File: config.mk
export PLATFORM = sky130hd
export DESIGN_NAME = sdgsi_top
export DESIGN_NICKNAME = d
export VERILOG_FILES = /design/src/sdgsi_pkg.sv /design/src/sdgsi_result_mem.sv /design/src/sdgsi_chan_timer.sv /design/src/sdgsi_top.sv
export VERILOG_INCLUDE_DIRS = /design/src
export SDC_FILE = /design/constraint.sdc
export NUM_CORES = 1
export LEC_CHECK = 0
export ABC_CLOCK_PERIOD_IN_PS = 2100
export BUFFER_PORTS_ARGS = -buffer_cell sky130_fd_sc_hd__buf_4
export CAP_MARGIN = 20
export CORE_ASPECT_RATIO = 0.6
export CORE_UTILIZATION = 35
export DETAILED_ROUTE_END_ITERATION = 10
export SYNTH_ARGS = -nofsm -noshare
export SYNTH_HDL_FRONTEND = slang
export SYNTH_SLANG_ARGS = --single-unit
File: constraint.sdc
create_clock -name sys_clk -period 2.1 [get_ports sys_clk]
set_clock_uncertainty 0.05 [all_clocks]
set_input_delay 0.105 -clock sys_clk [delete_from_list [all_inputs] [get_ports sys_clk]]
set_output_delay 0.105 -clock sys_clk [all_outputs]
set_load 0.02 [all_outputs]
File: src/sdgsi_cfg.svh
// Constants for the grouped sigma-delta conversion control block.
// Included by the package and by every design module.
`ifndef SDGSI_CFG_SVH
`define SDGSI_CFG_SVH

`define SDGSI_NCH 3
`define SDGSI_DECIM 32
`define SDGSI_RES_W 16
`define SDGSI_PRE_W 8
`define SDGSI_SET_W 3
`define SDGSI_SETTLE_MAX 3'h4
`define SDGSI_SEL_W 3
`define SDGSI_GAIN_W 3
`define SDGSI_TEMP_SEL 3'h6
`define SDGSI_VEC_W 8
`define SDGSI_VEC_NONE 8'h00
`define SDGSI_VEC_OVF 8'h02
`define SDGSI_VEC_CH0 8'h04
`define SDGSI_VEC_STEP 8'h02

`endif

File: src/sdgsi_pkg.sv
// Types shared by the grouped sigma-delta conversion control block.
// Assumes the constants header is on the include path.
`include "sdgsi_cfg.svh"

package sdgsi_pkg;
    // Channel phase: stopped, waiting for the master frame, converting
    typedef enum logic [1:0] {PH_IDLE, PH_WAIT, PH_CONV} sdgsi_phase_e;
    typedef logic [`SDGSI_VEC_W-1:0] sdgsi_vec_t;
endpackage

File: src/sdgsi_result_mem.sv
// Result word store, one word per channel, registered read port.
// Assumes all writers and the reader sit on sys_clk.
`timescale 1ns/100ps
`include "sdgsi_cfg.svh"

module sdgsi_result_mem #(
    parameter int W = `SDGSI_RES_W,
    parameter int DEPTH = `SDGSI_NCH,
    parameter int AW = (DEPTH > 1) ? $clog2(DEPTH) : 1
) (
    input wire logic sys_clk,
    input wire logic arst_n,
    input wire logic [DEPTH-1:0] wr_en,
    input wire logic [DEPTH*W-1:0] wr_data,
    input wire logic rd_en,
    input wire logic [AW-1:0] rd_addr,
    output logic [W-1:0] rd_data
);
    typedef struct packed {
        logic [DEPTH-1:0][W-1:0] mem;
        logic [W-1:0] rdata;
    } sdgsi_mem_s;

    sdgsi_mem_s st_reg;
    sdgsi_mem_s st_next;

    // Parallel writes, read of a word written this cycle returns old data
    always_comb begin
        st_next = st_reg;
        for (int i = 0; i < DEPTH; i++) begin
            if (wr_en[i]) begin
                st_next.mem[i] = wr_data[i*W +: W];
            end
        end
        if (rd_en && (int'(rd_addr) < DEPTH)) begin
            st_next.rdata = st_reg.mem[rd_addr];
        end
    end

    // State register
    always_ff @(posedge sys_clk or negedge arst_n) begin
        if (!arst_n) begin
            st_reg <= '0;
        end else begin
            st_reg <= st_next;
        end
    end

    assign rd_data = st_reg.rdata;
endmodule // sdgsi_result_mem

File: src/sdgsi_chan_timer.sv
// Decimation frame timer of one channel, with one-shot preload stretch.
// Assumes run, start and pre_wr come from logic on sys_clk.
`timescale 1ns/100ps
`include "sdgsi_cfg.svh"

module sdgsi_chan_timer #(
    parameter int DECIM = `SDGSI_DECIM,
    parameter int PRE_W = `SDGSI_PRE_W
) (
    input wire logic sys_clk,
    input wire logic arst_n,
    input wire logic run,
    input wire logic start,
    input wire logic pre_wr,
    input wire logic [PRE_W-1:0] pre_val,
    output logic conv_done
);
    localparam int CNT_W = $clog2(DECIM + (1 << PRE_W));
    localparam logic [CNT_W-1:0] BASE = CNT_W'(DECIM - 1);

    typedef struct packed {
        logic active;
        logic pend;
        logic [CNT_W-1:0] cnt;
    } sdgsi_tmr_s;

    sdgsi_tmr_s st_reg;
    sdgsi_tmr_s st_next;

    // Frame counting; start never depends on conv_done of this channel
    always_comb begin
        st_next = st_reg;
        conv_done = run && st_reg.active && (st_reg.cnt == '0);
        if (pre_wr) begin
            st_next.pend = 1'b1; // RQ10
        end
        if (!run) begin
            st_next.active = 1'b0;
            st_next.pend = 1'b0;
        end else if (start) begin
            st_next.active = 1'b1;
            st_next.cnt = BASE + CNT_W'(pre_val); // RQ9
            st_next.pend = 1'b0;
        end else if (st_reg.active) begin
            if (st_reg.cnt == '0) begin
                // Stretch only the frame that follows a preload write
                st_next.cnt = st_reg.pend ? BASE + CNT_W'(pre_val) : BASE; // RQ10
                st_next.pend = pre_wr;
            end else begin
                st_next.cnt = st_reg.cnt - 1'b1;
            end
        end
    end

    // State register
    always_ff @(posedge sys_clk or negedge arst_n) begin
        if (!arst_n) begin
            st_reg <= '0;
        end else begin
            st_reg <= st_next;
        end
    end
endmodule // sdgsi_chan_timer

File: src/sdgsi_top.sv
// Grouped sigma-delta conversion control: grouping, start bits, frame
// sync, preload, settle delay, flags and prioritised vector.
// Assumes every input is driven by logic on sys_clk (software side).
// Notes on behaviour
// [RQ1] Link bit joins channel to next higher one
// [RQ2] Master and last channel link read zero
// [RQ3] Master start sets and clears group starts
// [RQ4] Member start clearable alone
// [RQ5] Master clear stops and powers down group
// [RQ6] Continuous mode converts until start clears
// [RQ7] Independently started member waits for master frame
// [RQ8] Result may change when start clears
// [RQ9] Preload lengthens frame by 0 to 255
// [RQ10] Preload applied at start and after write
// [RQ11] Software waits a frame between preload writes
// [RQ12] Resynchronised member gets preload again
// [RQ13] Software keeps master preload at zero
// [RQ14] Code 110 routes temperature sensor, needs reference
// [RQ15] Ready flag on new result, irq needs enables
// [RQ16] Overflow when unread result is overwritten
// [RQ17] Vector shows highest enabled pending source
// [RQ18] Vector access leaves flags alone
// [RQ19] Ready clears on read; overflow by software
// [RQ20] Overflow first, remaining sources re-request
// [RQ21] First irq held off up to four frames
// [RQ22] No irqs for conversions inside settle delay
// [RQ23] Vector codes 0, 2, then 4 upward
// [RQ24] Single mode clears own start when done
`timescale 1ns/100ps
`include "sdgsi_cfg.svh"

module sdgsi_top #(
    parameter int NCH = `SDGSI_NCH,
    parameter int DECIM = `SDGSI_DECIM,
    parameter int RES_W = `SDGSI_RES_W,
    parameter int PRE_W = `SDGSI_PRE_W,
    parameter int CH_W = (NCH > 1) ? $clog2(NCH) : 1
) (
    input wire logic sys_clk,
    input wire logic arst_n,
    input wire logic [NCH-1:0] chan_group_link_wr,
    input wire logic [NCH-1:0] single_conv_sel,
    input wire logic [NCH-1:0] start_set_pulse,
    input wire logic [NCH-1:0] start_clr_pulse,
    input wire logic [NCH*PRE_W-1:0] preload_delay_count,
    input wire logic [NCH-1:0] preload_wr_pulse,
    input wire logic [NCH*`SDGSI_SET_W-1:0] irq_settle_delay,
    input wire logic [NCH*`SDGSI_GAIN_W-1:0] gain_sel,
    input wire logic [NCH*`SDGSI_SEL_W-1:0] input_pair_sel,
    input wire logic ref_gen_on,
    input wire logic [NCH*RES_W-1:0] filt_result,
    input wire logic [NCH-1:0] result_irq_en,
    input wire logic ovf_irq_en,
    input wire logic global_irq_en,
    input wire logic [NCH-1:0] ready_clr_pulse,
    input wire logic [NCH-1:0] ovf_clr_pulse,
    input wire logic res_rd_pulse,
    input wire logic [CH_W-1:0] res_rd_ch,
    output logic [NCH-1:0] chan_group_link,
    output logic [NCH-1:0] conv_start_bit,
    output logic [NCH-1:0] chan_power_en,
    output logic [NCH-1:0] result_ready_flag,
    output logic [NCH-1:0] overflow_flag,
    output logic [`SDGSI_VEC_W-1:0] irq_vector_reg,
    output logic irq_req,
    output logic [NCH-1:0] temp_sensor_route,
    output logic temp_ref_missing,
    output logic [RES_W-1:0] res_rd_data,
    output logic res_rd_valid
);
    localparam int SET_W = `SDGSI_SET_W;
    localparam int CFG_W = `SDGSI_GAIN_W + `SDGSI_SEL_W;

    typedef struct packed {
        logic [NCH-1:0] start;
        logic [NCH-1:0] link_rd;
        logic [NCH-1:0] power;
        logic [NCH-1:0] ready;
        logic [NCH-1:0] ovf;
        logic [NCH-1:0] unread;
        logic [NCH-1:0] temp;
        logic temp_err;
        logic irq;
        logic rd_valid;
        sdgsi_pkg::sdgsi_phase_e [NCH-1:0] phase;
        logic [NCH-1:0][SET_W-1:0] settle;
        logic [NCH-1:0][CFG_W-1:0] cfg_prev;
        sdgsi_pkg::sdgsi_vec_t vec;
    } sdgsi_top_s;

    sdgsi_top_s st_reg;
    sdgsi_top_s st_next;
    logic [NCH-1:0] link_eff;
    logic [NCH-1:0] own_go;
    logic [NCH-1:0] mframe;
    logic [NCH-1:0] tmr_start;
    logic [NCH-1:0] conv_done;
    logic [NCH-1:0] mset;
    logic [NCH-1:0] mclr;
    logic [NCH-1:0] settled;

    // Index of the group master: first channel at or above i with link clear
    function automatic int master_of(input logic [NCH-1:0] lk, input int i);
        int m;
        m = i;
        for (int j = 0; j < NCH - 1; j++) begin
            if ((j == m) && lk[j]) begin
                m = j + 1;
            end
        end
        return m;
    endfunction

    // Link bit of the top channel is ignored; masters have link clear
    always_comb begin
        link_eff = chan_group_link_wr;
        link_eff[NCH-1] = 1'b0; // RQ2
    end

    // Frame sync: members start their timer only on a master frame edge
    always_comb begin
        int m;
        m = 0;
        for (int i = 0; i < NCH; i++) begin
            own_go[i] = st_reg.start[i] &&
                (st_reg.phase[i] != sdgsi_pkg::PH_CONV);
            settled[i] = (st_reg.settle[i] == '0);
        end
        for (int i = 0; i < NCH; i++) begin
            m = master_of(link_eff, i); // RQ1
            mframe[i] = own_go[m] || conv_done[m];
            tmr_start[i] = own_go[i] && (!link_eff[i] || mframe[i]); // RQ7
            mset[i] = link_eff[i] && start_set_pulse[m]; // RQ3
            mclr[i] = link_eff[i] && start_clr_pulse[m]; // RQ5
        end
    end

    // One frame timer per channel; restart reloads preload
    for (genvar g = 0; g < NCH; g++) begin : g_tmr
        sdgsi_chan_timer #(
            .DECIM(DECIM),
            .PRE_W(PRE_W)
        ) u_tmr (
            .sys_clk(sys_clk),
            .arst_n(arst_n),
            .run(st_reg.start[g]),
            .start(tmr_start[g]), // RQ12
            .pre_wr(preload_wr_pulse[g]),
            .pre_val(preload_delay_count[g*PRE_W +: PRE_W]),
            .conv_done(conv_done[g])
        );
    end

    // Results land on each finished frame, also the last one before a stop
    sdgsi_result_mem #(
        .W(RES_W),
        .DEPTH(NCH),
        .AW(CH_W)
    ) u_conv_result_reg (
        .sys_clk(sys_clk),
        .arst_n(arst_n),
        .wr_en(conv_done), // RQ8
        .wr_data(filt_result),
        .rd_en(res_rd_pulse),
        .rd_addr(res_rd_ch),
        .rd_data(res_rd_data)
    );

    // Start bits, phases, settle counters, flags and vector
    always_comb begin
        logic s;
        logic rdi;
        logic [CFG_W-1:0] cfg;
        logic [SET_W-1:0] dly;
        s = 1'b0;
        rdi = 1'b0;
        cfg = '0;
        dly = '0;
        st_next = st_reg;
        st_next.link_rd = link_eff; // RQ2
        st_next.rd_valid = res_rd_pulse;
        for (int i = 0; i < NCH; i++) begin
            s = st_reg.start[i];
            if (mset[i]) begin
                s = 1'b1; // RQ3
            end
            if (mclr[i]) begin
                s = 1'b0; // RQ5
            end
            // Single mode stops after one frame, continuous keeps going
            if (conv_done[i] && single_conv_sel[i]) begin
                s = 1'b0; // RQ24
            end // RQ6
            if (start_set_pulse[i]) begin
                s = 1'b1;
            end
            if (start_clr_pulse[i]) begin
                s = 1'b0; // RQ4
            end
            st_next.start[i] = s;
            if (!s) begin
                st_next.phase[i] = sdgsi_pkg::PH_IDLE; // RQ5
            end else if (tmr_start[i]) begin
                st_next.phase[i] = sdgsi_pkg::PH_CONV;
            end else if (st_reg.phase[i] == sdgsi_pkg::PH_IDLE) begin
                st_next.phase[i] = sdgsi_pkg::PH_WAIT; // RQ7
            end
            st_next.power[i] = (st_next.phase[i] == sdgsi_pkg::PH_CONV);
            // Settle delay reloads on start rise or gain/input change
            cfg = {gain_sel[i*`SDGSI_GAIN_W +: `SDGSI_GAIN_W],
                   input_pair_sel[i*`SDGSI_SEL_W +: `SDGSI_SEL_W]};
            st_next.cfg_prev[i] = cfg;
            dly = irq_settle_delay[i*SET_W +: SET_W];
            if (dly > `SDGSI_SETTLE_MAX) begin
                dly = `SDGSI_SETTLE_MAX;
            end
            if ((!st_reg.start[i] && s) || (cfg != st_reg.cfg_prev[i])) begin
                st_next.settle[i] = dly; // RQ21
            end else if (conv_done[i] && !settled[i]) begin
                st_next.settle[i] = st_reg.settle[i] - 1'b1;
            end
            // Flags: the hardware set wins over a same-cycle clear
            rdi = res_rd_pulse && (res_rd_ch == CH_W'(i));
            st_next.ready[i] = st_reg.ready[i] && !ready_clr_pulse[i] && !rdi;
            st_next.unread[i] = (st_reg.unread[i] && !rdi) || conv_done[i];
            if (ovf_clr_pulse[i]) begin
                st_next.ovf[i] = 1'b0; // RQ19
            end
            if (conv_done[i] && settled[i]) begin
                st_next.ready[i] = 1'b1; // RQ15
                if (st_reg.unread[i] && !rdi) begin
                    st_next.ovf[i] = 1'b1; // RQ16
                end
            end // RQ22
            st_next.temp[i] = (input_pair_sel[i*`SDGSI_SEL_W +: `SDGSI_SEL_W]
                == `SDGSI_TEMP_SEL); // RQ14
        end
        st_next.temp_err = (|st_next.temp) && !ref_gen_on; // RQ14
        // Vector is a pure function of flags and irq enables, so no access side effects
        st_next.vec = `SDGSI_VEC_NONE; // RQ18
        for (int i = NCH - 1; i >= 0; i--) begin
            if (st_next.ready[i] && result_irq_en[i]) begin
                st_next.vec = `SDGSI_VEC_CH0 +
                    `SDGSI_VEC_STEP * sdgsi_pkg::sdgsi_vec_t'(i); // RQ23
            end
        end // RQ17
        if (ovf_irq_en && (|st_next.ovf)) begin
            st_next.vec = `SDGSI_VEC_OVF; // RQ20
        end
        st_next.irq = global_irq_en && (st_next.vec != `SDGSI_VEC_NONE);
    end

    // State register
    always_ff @(posedge sys_clk or negedge arst_n) begin
        if (!arst_n) begin
            st_reg <= '0;
        end else begin
            st_reg <= st_next;
        end
    end

    // Outputs straight from the state register
    assign chan_group_link = st_reg.link_rd;
    assign conv_start_bit = st_reg.start;
    assign chan_power_en = st_reg.power;
    assign result_ready_flag = st_reg.ready;
    assign overflow_flag = st_reg.ovf;
    assign irq_vector_reg = st_reg.vec;
    assign irq_req = st_reg.irq;
    assign temp_sensor_route = st_reg.temp;
    assign temp_ref_missing = st_reg.temp_err;
    assign res_rd_valid = st_reg.rd_valid;

    for (genvar g = 0; g < NCH; g++) begin : g_chk

    end
endmodule // sdgsi_top

==> qor.yml <==
logic_synthesis:
  synth-edff-count: 0
  ys_seq_elements: 156
  yosys.cell_types.count: 73
  yosys_warnings: 0
  avgSynthCellArea_um2: 9.49
  synthFlopType: "dfrtp_1"
  ys_async_sr_fraction: 1.00
  synth_area_um2: 8350
  syn_inst: 880
  ys_seq_area_frac: 0.467
floorplan:
  row_count: 43
  die_h_um: 122
  coreArea_um2: 23200
  die_area_um2: 24500
  start_util: 0.359
  chipWidth_um: 201
  io_pins: 176
routing:
  wl_mm: 25.1
  drt_pass1_iterations: 5
  route.detailed.drc: 0
  drt_iter0_drc: 737
  postRouteAntennaNets: 0
  vias_per_cell: 5.00
  num_vias: 7558
  wl_per_cell_um: 16.6
timing:
  slew_violations: 0
  fmax_mhz: 488
  setup_viol: 0
  hold_viol: 0
  max-slew-margin-rel: 0.626
  worst_hold_slack_ns: 0.0166
  worst_pin_slew_ns: 0.557
  min_period_ns: 2.05
  fin_crit_sh: 0.975
  rsz0062_at_grt: "yes"
grt:
  grt_max_degree: 51
  antenna_found_initial: 0
  grt_pass1_wl_mm: 39.1
  grt_pass1_vias: 7196
  gr-total-overflow: 0
  grtUsageTotal: 0.207
power:
  ir_drop_mv: 0.520
  switchingPower_uw: 2540
  pwr-share-seq: 0.414
  p_sw_frac: 0.294
  power_uw: 8660
  combPwrFrac: 0.242
  leakage_uw: 0.00534
  powerDensity_nw_per_um2: 716
  p_clk_frac: 0.345
  p_int_uw: 6120
setup_path:
  worst_path_largest_cell_delay_ns: 0.50
  cp-start-kind: "register"
  critical_path_class: "reg2reg"
  worstPathCellList: "inv_2 -> ha_4 -> nor4b_4 -> nand3_2 -> a221o_4 -> o211ai_1 -> o211ai_2"
  cp.required_ns: 2.34
  path_max_fanout: 15
  crit_arrival_ns: 2.29
  crit_path_end_kind: "register"
  crit_slowest_cell: "a221o_4"
run_status:
  status: "complete, no violations"
cells_and_area:
  finalNonFillerCells: 1511
  fin_util: 0.520
  post_route_cells_drive_above_1_share: 0.304
  syn_to_final_growth_pct: 44.8
  diodes: 0
  largest_reg_flops: 48
  layout.nets: 1331
clock_tree:
  cts_root_buf: "clkbuf_16"
  h-tree-depth: 4
  cts_tree: "done"
  clock_sinks: 156
  clock_tree.buffer_depth: 2
  clk_latency_ns: 0.42
  cts_buffers: 17
  cts.clk_slew.worst_paths_ns: 0.06
placement:
  placed_cells_incl_taps: 1366
  dp_hpwl_mm: 17.8
  gp_congestion: 0.865
  io_buffers: 168
worst_hold_path:
  hp-class: "in2reg"
flow_run:
  maxCapViolCount: 0
-- synthesized netlist by cell type, types with 10 or more instances --
library cell  number  area [um^2]
nor3_1            14         70.1
mux2_2            35          394
nand2_1          164          616
xor2_1            21          184
ha_1              15          188
dfrtp_1          156         3900
a31oi_1           10         62.6
a21oi_1           43          215
buf_4             43          323
inv_1             35          131
o22ai_1           32          200
o21ai_0           45          225
nor2_1            42          158
nand2b_1          16          100
nand3_1           23          115
xnor2_1           20          175
clkbuf_1          23         86.3
-- critical path, delay by kind of cell, from the launching register on --
kind / cells / cell delay, ns
buffers and inverters: 1 / 0.08
DFF: 1 / 0.39
AOI/OAI and AO/OA: 3 / 0.87
adders and majority gates: 1 / 0.13
and+or+nand+nor: 2 / 0.39
-- cell usage in the layout (no fill, tap or decap), drive strengths merged, types with 16 or more instances in the layout --
cell and n:
dlygate4sd3 107, xnor2 20, inv 36, clkbuf 20
nand2 164, o22ai 32, nor2 43, o21ai 49
buf 249, mux2 36, nand2b 16, nand3 25
xor2 21, dfrtp 156, a21oi 43
-- power groups by stage --
| stage | Clock (uW) | Sequential [uW] | Combinational [uW] |
|---|---|---|---|
| floorplan | 0 | 3590 | 993 |
| finish | 2990 | 3580 | 2090 |
| global route | 3170 | 3620 | 2300 |
| global placement | 0 | 3600 | 1800 |
| detailed placement | 0 | 3610 | 1810 |
| CTS | 3040 | 3560 | 1980 |
-- path summary, 6_finish.rpt --
path / start / end / slack (ns) / cells after the start
setup / recovery: g_tmr[1].u_tmr.st_reg[0] / g_tmr[0].u_tmr.st_reg[2] / 0.05 / 7
hold reg to reg: u_conv_result_reg.st_reg[19] / u_conv_result_reg.st_reg[19] / 0.42 / 2
min in group asynchronous: arst_n / u_conv_result_reg.st_reg[44] / 0.13 / 2
hold / removal: preload_delay_count[11] / g_tmr[1].u_tmr.st_reg[3] / 0.02 / 3
setup reg to reg: g_tmr[1].u_tmr.st_reg[0] / g_tmr[0].u_tmr.st_reg[2] / 0.05 / 7
max in group asynchronous: arst_n / g_tmr[1].u_tmr.st_reg[9] / 1.19 / 3
-- metrics by stage --
stage,area [um^2],worst slack (ns),TNS (ns)
detailed placement,10200,-0.0849,-0.609
floorplan,8380,0.0316,0
global placement,10200,-0.0256,-0.0714
global route,12100,-0.0340,-0.117
CTS,11800,-0.00631,-0.00648
finish,12100,0.0516,0
-- area by class of cell --
cell class,count,area (um^2)
Clock buffer,20,437
Multi-Input combinational cell,619,4120
Fill cell,2067,11100
Timing Repair Buffer,356,2990
Tap cell,315,394
Sequential cell,156,3900
Inverter,35,131
Clock inverter,10,120
-- kinds of logic (layout without fill, tap and decap cells) --
family | count (synthesis) | after routing | synth area share
flip-flops | 156 | 156 | 0.467
AO/OA/AOI/OAI | 192 | 192 | 0.149
other | 1 | 6 | 0.000449
XOR/XNOR | 41 | 41 | 0.0430
multiplexers | 45 | 45 | 0.0593
adder cells (fa/ha/maj) | 15 | 15 | 0.0225
AND/OR/NAND/NOR | 320 | 320 | 0.188
buffers and inverters | 110 | 421 | 0.0703
-- timing repair --
item | CTS | global route
buffers inserted | 0 | 9
hold endpoints to repair | 208 | 0
gates resized for setup | 11 | 39
hold buffers | 107 | 0
endpoints found under the setup margin | 15 | 31
pin swaps | 3 | 11
-- per-layer routing --
layer  wire length [um]  global-route usage  vias up
met4                280              0.0488        0
met3               1860              0.0474       23
met1              12600               0.322     3611
met5                  0                   0        -
met2              10300               0.286      281
li1                   -                   -     3643
Power figures use the tool's default switching activity.
